==> config.mk <==
export PLATFORM = sky130hd
export DESIGN_NAME = eia_ctrl
export DESIGN_NICKNAME = d
export VERILOG_FILES = /design/src/eia_ctrl.v /design/src/eia_pin_edge.v /design/src/eia_prio.v
export VERILOG_INCLUDE_DIRS = /design/src
export SDC_FILE = /design/constraint.sdc
export NUM_CORES = 1
export LEC_CHECK = 0
export BUFFER_PORTS_ARGS = -buffer_cell sky130_fd_sc_hd__buf_2
export CORE_ASPECT_RATIO = 2
export CORE_MARGIN = 5
export CORE_UTILIZATION = 40
export DETAILED_ROUTE_END_ITERATION = 7
export PLACE_DENSITY_LB_ADDON = 0.12
export SLEW_MARGIN = 20
export SYNTH_ARGS = -nofsm -noshare
export SYNTH_HDL_FRONTEND = slang
export SYNTH_SLANG_ARGS = --single-unit
==> constraint.sdc <==
create_clock -name core_clk -period 2.2 [get_ports core_clk]
set_input_delay 0 -clock core_clk [delete_from_list [all_inputs] [get_ports core_clk]]
set_output_delay 0 -clock core_clk [all_outputs]
set_load 0.05 [all_outputs]
==> src/eia_defines.vh <==
// Summary of operation
// - edge select register at FFECH, 8-bit read/write, resets to 00H.
// - selector 00 falling, 01 rising, 11 both; 10 is never written.
// - pin2 selector bits 7:6, pin1 5:4, pin0 3:2; bits 1:0 read zero.
// - status word resets to 02H, global accept enable cleared.
// - accept enable bit gates maskable acknowledge; byte write, enable and disable instructions.
// - every vectored acknowledge pushes status word and clears accept enable.
// - non-maskable request ignores accept enable and beats every maskable request.
// - acknowledge pushes status word, then program counter, clears enable, loads vector.
// - a second non-maskable request during its service stays pending until the first boundary after that service ends.
// - maskable acknowledge needs request flag 1, mask flag 0, accept enable 1.
// - maskable request to service start takes 9 to 19 clocks.
// - simultaneous eligible maskable requests served highest priority first.
// - a request not yet accepted stays pending until conditions allow.
// - flag set before last clock: acknowledge after current instruction completes.
// - flag set in last clock: one more instruction runs before acknowledge.
// - instruction touching request or mask flags defers acknowledge past next instruction.
// - nesting only when service re-enables acceptance; otherwise request waits.
// - maskable priority levels 0 highest to 7 lowest, fixed per source.
// - request flag sets on source request, clears on acknowledge or reset.
`ifndef EIA_DEFINES_VH
`define EIA_DEFINES_VH

`define EIA_EDGE_SEL_ADDR   16'hffec
`define EIA_EDGE_SEL_RST    8'h00
`define EIA_EDGE_SEL_WMASK  8'hfc
`define EIA_PIN0_SEL_LSB    2
`define EIA_PIN1_SEL_LSB    4
`define EIA_PIN2_SEL_LSB    6

`define EIA_SEL_FALL        2'h0
`define EIA_SEL_RISE        2'h1
`define EIA_SEL_BOTH        2'h3

`define EIA_PSW_RST         8'h02
`define EIA_PSW_IE_BIT      7

`define EIA_FLAG_RST        8'h00
`define EIA_MASK_RST        8'hff
`define EIA_PIN0_SRC        1

`define EIA_VEC_NMI         16'h0004
`define EIA_VEC_SRC0        16'h0004
`define EIA_VEC_SRC1        16'h0006
`define EIA_VEC_SRC2        16'h0008
`define EIA_VEC_SRC3        16'h000a
`define EIA_VEC_SRC4        16'h000c
`define EIA_VEC_SRC5        16'h000e
`define EIA_VEC_SRC6        16'h0014
`define EIA_VEC_SRC7        16'h0016

`define EIA_LAT_MIN_CLKS    9
`define EIA_LAT_MAX_CLKS    19
`define EIA_MIN_INSTR_CLKS  4
`define EIA_SEQ_CLKS        (`EIA_LAT_MIN_CLKS - `EIA_MIN_INSTR_CLKS)

`endif

==> src/eia_ctrl.v <==
`timescale 1ns/1ns
`default_nettype none
`include "eia_defines.vh"
module eia_ctrl
#(
  parameter NSRC = 8
)
(
  // clock and reset
  input  wire             core_clk,
  input  wire             arst_n,
  // memory-mapped register access
  input  wire [15:0]      mem_addr,
  input  wire             mem_wr,
  input  wire             mem_rd,
  input  wire [7:0]       mem_wdata,
  output reg  [7:0]       mem_rdata_q,
  // status word access and dedicated instructions
  input  wire             psw_wr,
  input  wire [7:0]       psw_wdata,
  input  wire             enable_accept_instruction,
  input  wire             disable_accept_instruction,
  output reg  [7:0]       psw_q,
  // request and mask flag access
  input  wire             flag_wr,
  input  wire [NSRC-1:0]  flag_wdata,
  input  wire             mask_wr,
  input  wire [NSRC-1:0]  mask_wdata,
  output reg  [NSRC-1:0]  request_flag_q,
  output reg  [NSRC-1:0]  mask_flag_q,
  // request sources
  input  wire             ext_request_pin0,
  input  wire             ext_request_pin1,
  input  wire             ext_request_pin2,
  input  wire [NSRC-1:0]  src_req,
  input  wire             watchdog_request,
  // instruction sequencer handshake
  input  wire             instr_last_clk,
  input  wire             instr_touches_flags,
  input  wire [15:0]      cpu_pc,
  // acknowledge sequence
  output reg              svc_busy_q,
  output reg              stack_wr_q,
  output reg  [7:0]       stack_wdata_q,
  output reg              vec_load_q,
  output reg  [15:0]      vec_addr_q,
  output reg              ack_nmi_q,
  output reg  [2:0]       ack_src_q
);
  localparam ST_IDLE   = 3'h0;
  localparam ST_ACCEPT = 3'h1;
  localparam ST_PSW    = 3'h2;
  localparam ST_PCH    = 3'h3;
  localparam ST_PCL    = 3'h4;
  localparam ST_VEC    = 3'h5;

  reg  [7:0]      edge_sel_q;
  reg             nmi_pend_q;
  reg             hold_q;
  reg  [2:0]      state_q;
  reg  [2:0]      state_d;
  reg  [7:0]      psw_saved_q;
  reg  [15:0]     pc_saved_q;
  reg  [2:0]      win_q;
  reg             win_nmi_q;
  wire [2:0]      pin_hit;
  wire [NSRC-1:0] set_vec;
  wire [NSRC-1:0] eligible;
  wire            any_mask;
  wire [2:0]      prio_idx;
  wire            boundary;
  wire            take;
  wire            take_nmi;
  wire [NSRC-1:0] clr_vec;
  wire [2:0]      pin_bus;
  wire            accept_en;
  wire            take_mask;

  function [15:0] vec_of;
    input [2:0] src;
    begin
      case (src)
        3'h0:    vec_of = `EIA_VEC_SRC0;
        3'h1:    vec_of = `EIA_VEC_SRC1;
        3'h2:    vec_of = `EIA_VEC_SRC2;
        3'h3:    vec_of = `EIA_VEC_SRC3;
        3'h4:    vec_of = `EIA_VEC_SRC4;
        3'h5:    vec_of = `EIA_VEC_SRC5;
        3'h6:    vec_of = `EIA_VEC_SRC6;
        default: vec_of = `EIA_VEC_SRC7;
      endcase
    end
  endfunction

  // register decode, shared by the write and read paths
  function sel_addr_hit;
    input [15:0] addr;
    begin
      sel_addr_hit = (addr == `EIA_EDGE_SEL_ADDR);
    end
  endfunction

  // status word with only the accept enable replaced
  function [7:0] with_ie;
    input [7:0] processor_status_word;
    input       ie;
    begin
      with_ie                  = processor_status_word;
      with_ie[`EIA_PSW_IE_BIT] = ie;
    end
  endfunction

  // edge detectors, one per external pin
  genvar g;
  generate
    for (g = 0; g < 3; g = g + 1)
    begin : g_pin
      eia_pin_edge u_edge
      (
        .core_clk   (core_clk),
        .arst_n     (arst_n),
        .pin_in     (pin_bus[g]),
        .edge_sel   (edge_sel_q[`EIA_PIN0_SEL_LSB + 2*g +: 2]),
        .edge_hit_q (pin_hit[g])
      );
    end
  endgenerate

  // pins occupy levels 1..3, the rest come from internal sources
  assign set_vec = src_req | ({{(NSRC-4){1'b0}}, pin_hit, 1'b0});

  // pins gathered so the generate loop can index them
  assign pin_bus = {ext_request_pin2, ext_request_pin1, ext_request_pin0};

  // eligible only with flag up, mask down, accept enabled
  assign accept_en = psw_q[`EIA_PSW_IE_BIT];
  assign eligible  = request_flag_q & ~mask_flag_q & {NSRC{accept_en}};

  eia_prio #(.N(NSRC)) u_prio
  (
    .eligible (eligible),
    .any      (any_mask),
    .idx      (prio_idx)
  );

  // flags sampled before this edge, so a flag set in the last clock
  // misses this boundary and waits one more instruction
  // a flag-touching instruction blocks its own and the next boundary
  assign boundary = instr_last_clk & ~instr_touches_flags & ~hold_q & (state_q == ST_IDLE);
  assign take_nmi = boundary & nmi_pend_q;
  assign take     = boundary & (nmi_pend_q | any_mask);
  // a non-maskable win leaves every maskable flag standing
  assign take_mask = take & ~nmi_pend_q;
  assign clr_vec  = take_mask ? ({{(NSRC-1){1'b0}}, 1'b1} << prio_idx) : {NSRC{1'b0}};

  // edge select register, byte access only
  always @(posedge core_clk or negedge arst_n)
  begin
    if (!arst_n)
    begin
      edge_sel_q  <= `EIA_EDGE_SEL_RST;
      mem_rdata_q <= 8'h00;
    end
    else
    begin
      // pattern 10 is left stored; the detector then ignores the pin
      if (mem_wr && sel_addr_hit(mem_addr))
        edge_sel_q <= mem_wdata & `EIA_EDGE_SEL_WMASK;
      // unmapped reads answer zero
      mem_rdata_q <= (mem_rd && sel_addr_hit(mem_addr)) ? edge_sel_q : 8'h00;
    end
  end

  // status word
  // acceptance beats a byte write so the enable clear is never lost
  always @(posedge core_clk or negedge arst_n)
  begin
    if (!arst_n)
      psw_q <= `EIA_PSW_RST;
    else if (take)
      psw_q <= with_ie(psw_q, 1'b0);
    else if (psw_wr)
      psw_q <= psw_wdata;
    else if (enable_accept_instruction)
      psw_q <= with_ie(psw_q, 1'b1);
    else if (disable_accept_instruction)
      psw_q <= with_ie(psw_q, 1'b0);
  end

  // request and mask flags; a new request beats any clear
  always @(posedge core_clk or negedge arst_n)
  begin
    if (!arst_n)
    begin
      request_flag_q <= `EIA_FLAG_RST;
      mask_flag_q    <= `EIA_MASK_RST;
    end
    else
    begin
      request_flag_q <= ((flag_wr ? flag_wdata : request_flag_q) & ~clr_vec) | set_vec;
      if (mask_wr)
        mask_flag_q <= mask_wdata;
    end
  end

  // non-maskable pending and hold-off
  always @(posedge core_clk or negedge arst_n)
  begin
    if (!arst_n)
    begin
      nmi_pend_q <= 1'b0;
      hold_q     <= 1'b0;
    end
    else
    begin
      nmi_pend_q <= (nmi_pend_q & ~take_nmi) | watchdog_request;
      if (instr_last_clk)
        hold_q <= instr_touches_flags;
    end
  end

  // acknowledge sequencer
  always @*
  begin
    state_d = state_q;
    case (state_q)
      ST_IDLE:   if (take) state_d = ST_ACCEPT;
      ST_ACCEPT: state_d = ST_PSW;
      ST_PSW:    state_d = ST_PCH;
      ST_PCH:    state_d = ST_PCL;
      ST_PCL:    state_d = ST_VEC;
      ST_VEC:    state_d = ST_IDLE;
      default:   state_d = ST_IDLE;
    endcase
  end

  // five busy clocks after a shortest instruction give the 9-clock floor;
  // the longest instructions stretch it to the 19-clock ceiling
  always @(posedge core_clk or negedge arst_n)
  begin
    if (!arst_n)
    begin
      state_q       <= ST_IDLE;
      psw_saved_q   <= 8'h00;
      pc_saved_q    <= 16'h0000;
      win_q         <= 3'h0;
      win_nmi_q     <= 1'b0;
      svc_busy_q    <= 1'b0;
      stack_wr_q    <= 1'b0;
      stack_wdata_q <= 8'h00;
      vec_load_q    <= 1'b0;
      vec_addr_q    <= 16'h0000;
      ack_nmi_q     <= 1'b0;
      ack_src_q     <= 3'h0;
    end
    else
    begin
      state_q    <= state_d;
      svc_busy_q <= (state_d != ST_IDLE);
      stack_wr_q <= 1'b0;
      vec_load_q <= 1'b0;
      ack_nmi_q  <= 1'b0;
      if (take)
      begin
        // status word captured before its enable is cleared
        psw_saved_q <= psw_q;
        pc_saved_q  <= cpu_pc;
        win_nmi_q   <= nmi_pend_q;
        win_q       <= prio_idx;
        ack_nmi_q   <= nmi_pend_q;
        ack_src_q   <= prio_idx;
      end
      // status word first, then program counter high and low
      case (state_d)
        ST_PSW:
        begin
          stack_wr_q    <= 1'b1;
          stack_wdata_q <= psw_saved_q;
        end
        ST_PCH:
        begin
          stack_wr_q    <= 1'b1;
          stack_wdata_q <= pc_saved_q[15:8];
        end
        ST_PCL:
        begin
          stack_wr_q    <= 1'b1;
          stack_wdata_q <= pc_saved_q[7:0];
        end
        ST_VEC:
        begin
          vec_load_q <= 1'b1;
          vec_addr_q <= win_nmi_q ? `EIA_VEC_NMI : vec_of(win_q);
        end
        default:
          stack_wdata_q <= stack_wdata_q;
      endcase
    end
  end

  // nesting falls out of the enable clear: a service routine must
  // raise acceptance again before anything maskable gets
  // selector changes rely on software masking the pin first
endmodule
`default_nettype wire

==> src/eia_pin_edge.v <==
`timescale 1ns/1ns
`default_nettype none
`include "eia_defines.vh"
module eia_pin_edge
(
  // clock and reset
  input  wire       core_clk,
  input  wire       arst_n,
  // pin and selector
  input  wire       pin_in,
  input  wire [1:0] edge_sel,
  // detection
  output reg        edge_hit_q
);
  reg       sync1_q;
  reg       sync2_q;
  reg       prev_q;
  reg [2:0] armed_q;
  wire      rise;
  wire      fall;

  // two stages before any logic looks at the pin
  always @(posedge core_clk or negedge arst_n)
  begin
    if (!arst_n)
    begin
      sync1_q    <= 1'b0;
      sync2_q    <= 1'b0;
      prev_q     <= 1'b0;
      armed_q    <= 3'h0;
      edge_hit_q <= 1'b0;
    end
    else
    begin
      sync1_q <= pin_in;
      sync2_q <= sync1_q;
      prev_q  <= sync2_q;
      // no detection until prev_q holds real pin history,
      // else an idle-high pin fakes a rise right after reset
      armed_q <= {armed_q[1:0], 1'b1};
      case (edge_sel)
        `EIA_SEL_FALL: edge_hit_q <= armed_q[2] & fall;
        `EIA_SEL_RISE: edge_hit_q <= armed_q[2] & rise;
        `EIA_SEL_BOTH: edge_hit_q <= armed_q[2] & (rise | fall);
        default:       edge_hit_q <= 1'b0;
      endcase
    end
  end

  // one pulse per edge since prev_q follows sync2_q
  assign rise = sync2_q & ~prev_q;
  assign fall = ~sync2_q & prev_q;
endmodule
`default_nettype wire

==> src/eia_prio.v <==
`timescale 1ns/1ns
`default_nettype none
module eia_prio
#(
  parameter N = 8
)
(
  // candidates, index 0 highest
  input  wire [N-1:0] eligible,
  // winner
  output reg          any,
  output reg  [2:0]   idx
);
  integer i;

  // scan from lowest level upward so level 0 wins
  always @*
  begin
    any = 1'b0;
    idx = 3'h0;
    for (i = N - 1; i >= 0; i = i - 1)
    begin
      if (eligible[i])
      begin
        any = 1'b1;
        idx = i[2:0];
      end
    end
  end
endmodule
`default_nettype wire
After elaboration in Yosys (flattened, before gate mapping)
Cells that the tools add are included.
- flip-flop bits (word level): 120
- input bits: 87
- output and inout port bits: 63
- equal/unequal tests: 21
- shift operators: 1
- mux-type cells: 34
- bitwise gates (word level): 45
- reductions and logical operators: 12
- operators with widths (operator ; count):
    8-bit two-way mux ; 7
    5-bit one-hot mux with 7 select lines ; 1
    3-bit two-way mux ; 9
    8-bit AND ; 3
    8-bit one-hot mux with 3 select lines ; 1
    1-bit AND ; 22
    3-bit by 2-bit equality test with 1-bit output (second input constant) ; 6
    3-bit equality test (second input constant) ; 6
    16-bit equality test (second input constant) ; 1
    16-bit two-way mux ; 1
    8-bit NOT ; 2
    3-bit one-hot mux with 5 select lines ; 1
    1-bit two-way mux ; 11
    1-bit NOT ; 11
    1-bit one-hot mux with 3 select lines ; 3
    8-bit by 4-bit bitwise OR with 8-bit output ; 1
    8-bit bitwise OR ; 1
    1-bit by 3-bit << shifter with 8-bit output (first input constant) ; 1
    2-bit by 1-bit equality test with 1-bit output (second input constant) ; 3
    2-bit equality test (second input constant) ; 3
    3-bit by 1-bit equality test with 1-bit output (second input constant) ; 2
    2-bit zero test ; 3
    3-bit zero test ; 2
    3-bit nonzero test ; 2
    5 further kinds ; 10

Depth between registers and ports, before layout
Gate-level depths: netlist of run 1.
- word-level depth: 18
- gate-level depth with buffers: 6

Hierarchy
A second synthesis of run 1 with hierarchy kept.
- cells, all modules: 403
- area total of the unflattened synthesis: 4493.1 um2
- modules (own cells, without submodules) (module ; times used ; cells each ; area an instance (um2) ; sequential area each (um2)):
    eia_ctrl ; 1 ; 339 ; 3688.5 ; 2138.3
    eia_pin_edge ; 3 ; 17 ; 241.5 ; 175.2
    eia_prio ; 1 ; 13 ; 80.1 ; 0.0

Worst setup path after synthesis of run 1
Ideal clock, no wire load.
- kind: register -> register
- from: register mask_flag_q[2]
- to: register pc_saved_q[0]
- arrival: 1.980 ns
- slack: 0.093 ns
- stages on the path, launching flop included: 6
- clock period less this slack: 2.107 ns
- cell sequence: dfstp_2 > nand2b_1 > a41oi_1 > o31ai_2 > buf_2 > mux2_1
- word-level cells in the longest chain between the ends: 8
- RTL lines (item ; RTL line ; RTL):
    start, declared ; eia_ctrl.v:30 ; output reg [NSRC-1:0] mask_flag_q,
    start signal, assigned ; eia_ctrl.v:196 ; mask_flag_q <= `EIA_MASK_RST;
    start signal, assigned ; eia_ctrl.v:202 ; mask_flag_q <= mask_wdata;
    8-bit NOT ; eia_ctrl.v:137 ; assign eligible = request_flag_q & ~mask_flag_q & {NSRC{accept_en}};
    8-bit AND (2 in a row) ; eia_ctrl.v:137 ;
    1-bit two-way mux (3 in a row) ; eia_prio.v:23 ; if (eligible[i])
    1-bit bitwise OR ; eia_ctrl.v:151 ; assign take = boundary & (nmi_pend_q | any_mask);
    1-bit AND ; eia_ctrl.v:151 ;
    end signal, assigned ; eia_ctrl.v:267 ; pc_saved_q <= cpu_pc;
    end, declared ; eia_ctrl.v:63 ; reg [15:0] pc_saved_q;
No other way between the ends.
A chain may end at the register's enable or synchronous reset.

Worst setup path in the final report of run 1
- from: register hold_q
- to: register psw_q[6]
- word-level cells in the longest chain between the ends: 6
- RTL lines (item ; RTL line ; RTL):
    start, declared ; eia_ctrl.v:59 ; reg hold_q;
    start signal, assigned ; eia_ctrl.v:218 ; hold_q <= instr_touches_flags;
    1-bit NOT ; eia_ctrl.v:149 ; assign boundary = instr_last_clk & ~instr_touches_flags & ~hold_q & (state_q == ST_IDLE);
    1-bit AND (2 in a row) ; eia_ctrl.v:149 ;
    1-bit AND ; eia_ctrl.v:151 ;
    1-bit NOT (no source line) ; n/a ;
    2-bit AND reduction (no source line) ; n/a ;
    end signal, assigned ; eia_ctrl.v:179 ; psw_q <= `EIA_PSW_RST;
    end signal, assigned ; eia_ctrl.v:181 ; psw_q <= with_ie(psw_q, 1'b0);
    end signal, assigned ; eia_ctrl.v:183 ; psw_q <= psw_wdata;
    end, declared ; eia_ctrl.v:23 ; output reg [7:0] psw_q,
No other way between the ends.

==> flow_summary.yaml, run 1 <==
run_status:
  status: "completed"
flow_run:
  drv_cap: 0
floorplanning:
  core_area_um2: 10800
  die_h_um: 158
  core.rowCount: 54
  die_x_um: 84.1
  io_pins: 150
  die-area_um2: 13300
  initial_core_util: 0.406
global_routing:
  grt_pass1_vias: 3688
  gr-total-overflow: 0
  grt_max_degree: 46
  grt_pass1_wl_mm: 17.9
  grt_usage: 0.170
  antenna_found_initial: 0
critical_path:
  worst_ep_arrival_time_ns: 2.28
  path_max_fanout: 7
  r2r_start: "hold_q"
  cp.required_ns: 2.42
  r2r_end: "psw_q[6]"
  end_kind: "register"
  crit_type: "register to register"
  reg2reg_setup_slack_ns: 0.15
  reg2reg_depth: 6
  start_kind: "register"
  crit_buf_inv: 1
  critPathMaxStageDelay_ns: 0.54
  path_cells: "or4b_1, nor2_1, o31ai_4, nand2_1, buf_4, mux2_2"
  cp_slowest_cell: "or4b_1"
  cp_top_family: "simple AND/OR/NAND/NOR gates"
  cp.depth: 6
timing:
  skew_ns: 0.00691
  drv_slew: 0
  max_freq_ghz: 0.487
  period_share: 0.933
  fin_ws_ns: 0.147
  setup_viol: 0
  hold_viol_final: 0
  setup-tns-final_ns: 0
  period_minus_slack_ns: 2.05
  rsz0062_at_grt: "false"
  max_slew_margin: 0.504
  tightest_slew_ns: 0.742
clocking:
  clkLatencyLatePin_ns: 0.34
  numCtsBuffers: 9
  cts_resized: 0
  clockBufferDepth: 2
  clk_pin_slew_ns: 0.07
  cts_max_level: 3
  root_buffer: "clkbuf_16"
  clock-sinks: 100
  cts_tree: "built"
place:
  place.gp.congestion: 0.879
  dp_hpwl_mm: 7.86
  numPortBuffers: 133
  dp_slack_ns: 0.130
yosys:
  avgSynthCellArea_um2: 12.2
  yosysWarnings: 0
  syn-instance-count: 359
  synth_flop_cell: "dfrtp_1"
  async_flop_share: 1.00
  ys_ff_latch: 100
  syn_area_um2: 4390
  synth_edf_count: 0
  synth_cell_types: 48
  ys_seq_area_frac: 0.572
route:
  drc: 0
  via_count: 3423
  dr.first_iter.drc_count: 97
  wl_mm: 10.8
  via_per_inst: 4.85
  firstDrtPassIters: 5
  ant_nets: 0
  drt-wirelength-per-cell_um: 15.2
finish:
  area_growth_pct: 41.0
  drive_above_1_share: 0.367
  nFillCells: 946
  antennaDiodeCount: 0
  num-nets-final: 655
power:
  pwr-share-seq: 0.387
  p_sw_frac: 0.358
  intPower_mw: 4.30
  p_comb_frac: 0.343
  p_sw_mw: 2.40
  power.leakage_nw: 2.99
  peakVddDrop_uv: 723
  clkPwrFrac: 0.270
  powerDensity_nw_per_um2: 1080
worst_hold_path:
  hold_path.startpoint: "psw_wdata[7]"
  hold_end: "psw_q[7]"
  holdPathStages: 3
  hold_path_class: "primary input to register"
registers in the layout, indices dropped and copies added (netlist names):
name                     flops
ack_nmi_q                    1
edge_sel_q                   6
g_pin.u_edge.armed_q         3
g_pin.u_edge.edge_hit_q      3
g_pin.u_edge.prev_q          3
g_pin.u_edge.sync1_q         3
g_pin.u_edge.sync2_q         3
hold_q                       1
mask_flag_q                  8
mem_rdata_q                  6
nmi_pend_q                   1
pc_saved_q                  16
psw_q                        8
psw_saved_q                  8
request_flag_q               8
stack_wdata_q                8
stack_wr_q                   1
state_q                      3
svc_busy_q                   1
vec_addr_q                   4
vec_load_q                   1
win_nmi_q                    1
win_q                        3
what timing repair did:
action / CTS / global route
hold buffers: 61 / 0
endpoints found under the hold margin: 91 / 0
buffers inserted: 0 / 0
layout by cell type, fill, tap and decap left out, drive strengths merged, types with 3 or more instances in the layout:
master,n
a22oi,8
nand2b,11
and3,6
a21oi,11
o21ai,17
mux2,54
and2,3
nor2,10
dlygate4sd3,61
bufinv,3
buf,144
a21o,5
nand3,4
a31oi,3
nand2,20
o22ai,4
or2,4
nand4,4
inv,12
dfstp,9
conb,15
dfrtp,91
a41oi,3
nor2b,16
mux2i,8
ha,6
nor4,3
clkbuf,10
power groups by stage:
stage / clock network, mW / registers, mW / logic, mW
5_1_grt: 1.93 / 2.65 / 2.49
2_1_floorplan: 0 / 3.25 / 0.987
6_report: 1.81 / 2.59 / 2.30
3_5_place_dp: 0 / 2.63 / 2.25
3_3_place_gp: 0 / 2.61 / 2.20
4_1_cts: 1.86 / 2.60 / 2.34
worst register-to-register path, delay by kind of cell (launching register included):
kind / cells / cell delay, ns
and+or+nand+nor: 3 / 0.91
DFF: 1 / 0.38
muxes: 1 / 0.34
buffers and inverters: 1 / 0.17
AOI/OAI and AO/OA: 1 / 0.13
how the worst max path moves through the flow:
stage	startpoint	end	slack, ns
finish	hold_q	psw_q[6]	0.15
CTS	hold_q	psw_q[5]	0.12
floorplan	mask_flag_q[2]	pc_saved_q[0]	0.09
global placement	mask_flag_q[6]	pc_saved_q[12]	0.18
global route	mask_flag_q[6]	pc_saved_q[14]	0.05
detailed placement	hold_q	psw_q[5]	0.13
cells in the mapped netlist, types with 5 or more instances:
cell type | number | area [um^2]
ha_1 | 6 | 75.1
dfrtp_1 | 91 | 2280
a21o_1 | 5 | 37.5
nand2b_1 | 11 | 68.8
buf_4 | 14 | 105
nor2_1 | 9 | 33.8
a21oi_1 | 11 | 55.1
nor2b_1 | 16 | 100
mux2i_1 | 8 | 80.1
a22oi_1 | 8 | 60.1
mux2_2 | 32 | 360
dfstp_2 | 9 | 236
o21ai_0 | 17 | 85.1
mux2_1 | 22 | 248
clkbuf_1 | 8 | 30.0
nand2_1 | 20 | 75.1
inv_1 | 11 | 41.3
and3_1 | 6 | 37.5
metrics by stage:
stage	util	power, mW	cell area (um^2)	hold slack, ns	std cells
CTS	0.573	6.80	6190	0.00252	706
floorplan	-	4.24	4440	-0.296	372
finish	0.573	6.70	6190	0.0195	706
global placement	0.484	4.81	5230	-0.00724	630
global route	0.573	7.08	6190	0.0376	706
detailed placement	0.484	4.89	5230	0.00128	630
kinds of logic (layout without fill, tap and decap cells):
family,count (synthesis),after routing,share of synthesized area
multiplexers,62,62,0.157
flip-flops,100,100,0.572
buffers and inverters,37,231,0.0444
AO/OA/AOI/OAI,60,60,0.0875
AND/OR/NAND/NOR,90,90,0.116
XOR/XNOR,2,2,0.00399
adder cells (fa/ha/maj),6,6,0.0171
other,2,15,0.00171
final cells by class:
cell class / count / area, um^2 / share of cell area
Clock buffer: 10 / 239 / 0.0386
Clock inverter: 5 / 108 / 0.0174
Multi-Input combinational cell: 235 / 1740 / 0.281
Inverter: 11 / 41.3 / 0.00667
Timing Repair Buffer: 205 / 1370 / 0.222
Tap cell: 140 / 175 / 0.0283
Sequential cell: 100 / 2510 / 0.406
layer usage:
metal | track usage | vias up | routed length [um]
met5 | 0 | - | 0
met4 | 0.0744 | 0 | 251
met3 | 0.0333 | 21 | 510
met2 | 0.321 | 95 | 6090
met1 | 0.181 | 1673 | 3910
li1 | - | 1634 | -
Power figures use the tool's default switching activity.
==> run 2, diff against run 1 <==
Settings changed: RECOVER_POWER from default to 25, SETUP_SLACK_MARGIN from default to 0.15.
==> run 2 against run 1 <==
- sequential share of layout area shrank 0.23 points
- clock skew is essentially flat
- clock power shrank 7%
- critical path type unchanged
- highest routed layer unchanged
==> flow_summary.yaml, run 2 (synthesis gave the netlist of run 1 again) <==
clocking:
  clock-sinks: 100
  root_buffer: "clkbuf_16"
  clk_pin_slew_ns: 0.07
  cts_max_level: 3
  cts_tree: "built"
  clkLatencyLatePin_ns: 0.34
  clockBufferDepth: 2
  numCtsBuffers: 9
timing:
  tightest_slew_ns: 0.990
  hold_viol_final: 0
  rsz0062_at_grt: "true"
  max_freq_ghz: 0.501
  period_minus_slack_ns: 2.00
  max_slew_margin: 0.340
  setup_viol: 0
  setup-tns-final_ns: 0
  drv_slew: 0
  period_share: 0.907
  skew_ns: 0.00682
place:
  numPortBuffers: 133
  dpl_cell_area_um2: 5250
  dp_hpwl_mm: 8.16
  dp.cells: 629
  place.gp.congestion: 0.812
finish:
  finalInstanceArea_um2: 6230
  utilization: 0.576
  num-nets-final: 656
  largest_reg_flops: 16
  drive_above_1_share: 0.356
  nFillCells: 975
  area_growth_pct: 41.8
  final_cell_mix: "buf_2 (128), dfrtp_1 (91), dlygate4sd3_1 (62)"
  multi_input_comb_area_um2: 1790
  antennaDiodeCount: 0
  finalNonFillerCells: 708
  regMostFlops: "pc_saved_q"
  regArea_um2: 2510
  final_common_cell: "buf_2"
route:
  via_count: 3430
  dr.first_iter.drc_count: 142
  via_per_inst: 4.84
  wl_mm: 11.3
  drt-wirelength-per-cell_um: 16.0
  drc: 0
  ant_nets: 0
  firstDrtPassIters: 4
global_routing:
  gr-total-overflow: 0
  grt_max_degree: 48
  grt_usage: 0.177
  grt_pass1_vias: 3739
  antenna_found_initial: 0
  grt_pass1_wl_mm: 18.5
worst_hold_path:
  holdPathStages: 3
  hold_path_class: "primary input to register"
  hold_end: "psw_q[7]"
  hold_path.startpoint: "disable_accept_instruction"
floorplanning:
  core_area_um2: 10800
  die-area_um2: 13300
  core.rowCount: 54
  die_h_um: 158
  die_x_um: 84.1
  io_pins: 150
  initial_core_util: 0.406
critical_path:
  worst_ep_arrival_time_ns: 2.22
  r2r_end: "psw_q[2]"
  r2r_start: "hold_q"
  crit_type: "register to register"
  reg2reg_depth: 6
  reg2reg_setup_slack_ns: 0.20
  cp.required_ns: 2.42
  start_kind: "register"
  end_kind: "register"
  path_max_fanout: 7
power:
  powerDensity_nw_per_um2: 1060
  peakVddDrop_uv: 666
  total_power_mw: 6.61
  power.leakage_nw: 2.98
run_status:
  status: "completed"
flow_run:
  drv_cap: 0
-- run 2: how the worst max path moves through the flow --
stage	depth (start not counted)	endpoint	start	slack, ns
5_1_grt	5	pc_saved_q[14]	mask_flag_q[1]	0.12
3_3_place_gp	5	pc_saved_q[8]	mask_flag_q[0]	0.19
2_1_floorplan	5	pc_saved_q[0]	mask_flag_q[2]	0.16
6_report	6	psw_q[2]	hold_q	0.20
4_1_cts	5	pc_saved_q[8]	mask_flag_q[0]	0.15
3_5_place_dp	5	pc_saved_q[12]	mask_flag_q[0]	0.16
-- run 2: area by class of cell --
cell class | instances | area share
clock buffers | 10 | 0.0368
well taps | 140 | 0.0281
flip-flops and latches | 100 | 0.404
multi-input cells | 235 | 0.287
repair buffers | 206 | 0.223
clock inverters | 6 | 0.0143
inverters | 11 | 0.00663
-- run 2: timing repair --
action | 4_1_cts | 5_1_grt
setup buffers | 0 | 1
endpoints found under the hold margin | 92 | 0
hold buffers | 62 | 0
setup endpoints to repair | 0 | 31
gates resized for setup | 0 | 5
-- run 2: metal layers --
layer	up-vias	GRT usage	wire, um
li1	1643	-	-
met1	1679	0.188	4020
met2	89	0.335	6550
met3	19	0.0333	458
met4	0	0.0790	287
met5	-	0	0
-- run 2: worst max-delay path, stage by stage, from the launching register on --
cell     delay (ns)
dfrtp_1        0.38
or4b_4         0.52
nor2_1         0.24
o31ai_4        0.14
nand2_1        0.09
buf_4          0.18
mux2_2         0.34
-- run 2: where the power goes --
| group | internal, mW | switching [mW] |
|---|---|---|
| registers | 2.32 | 0.276 |
| logic | 0.851 | 1.49 |
| clock network | 0.999 | 0.683 |
| total | 4.17 | 2.45 |
-- run 2: through the flow --
stage,hold WS [ns],setup WS [ns]
after CTS,0.00161,0.150
after detailed placement,0.00123,0.161
after floorplan,-0.296,0.165
after global placement,-0.00125,0.188
final,0.0179,0.205
after global routing,0.0370,0.124
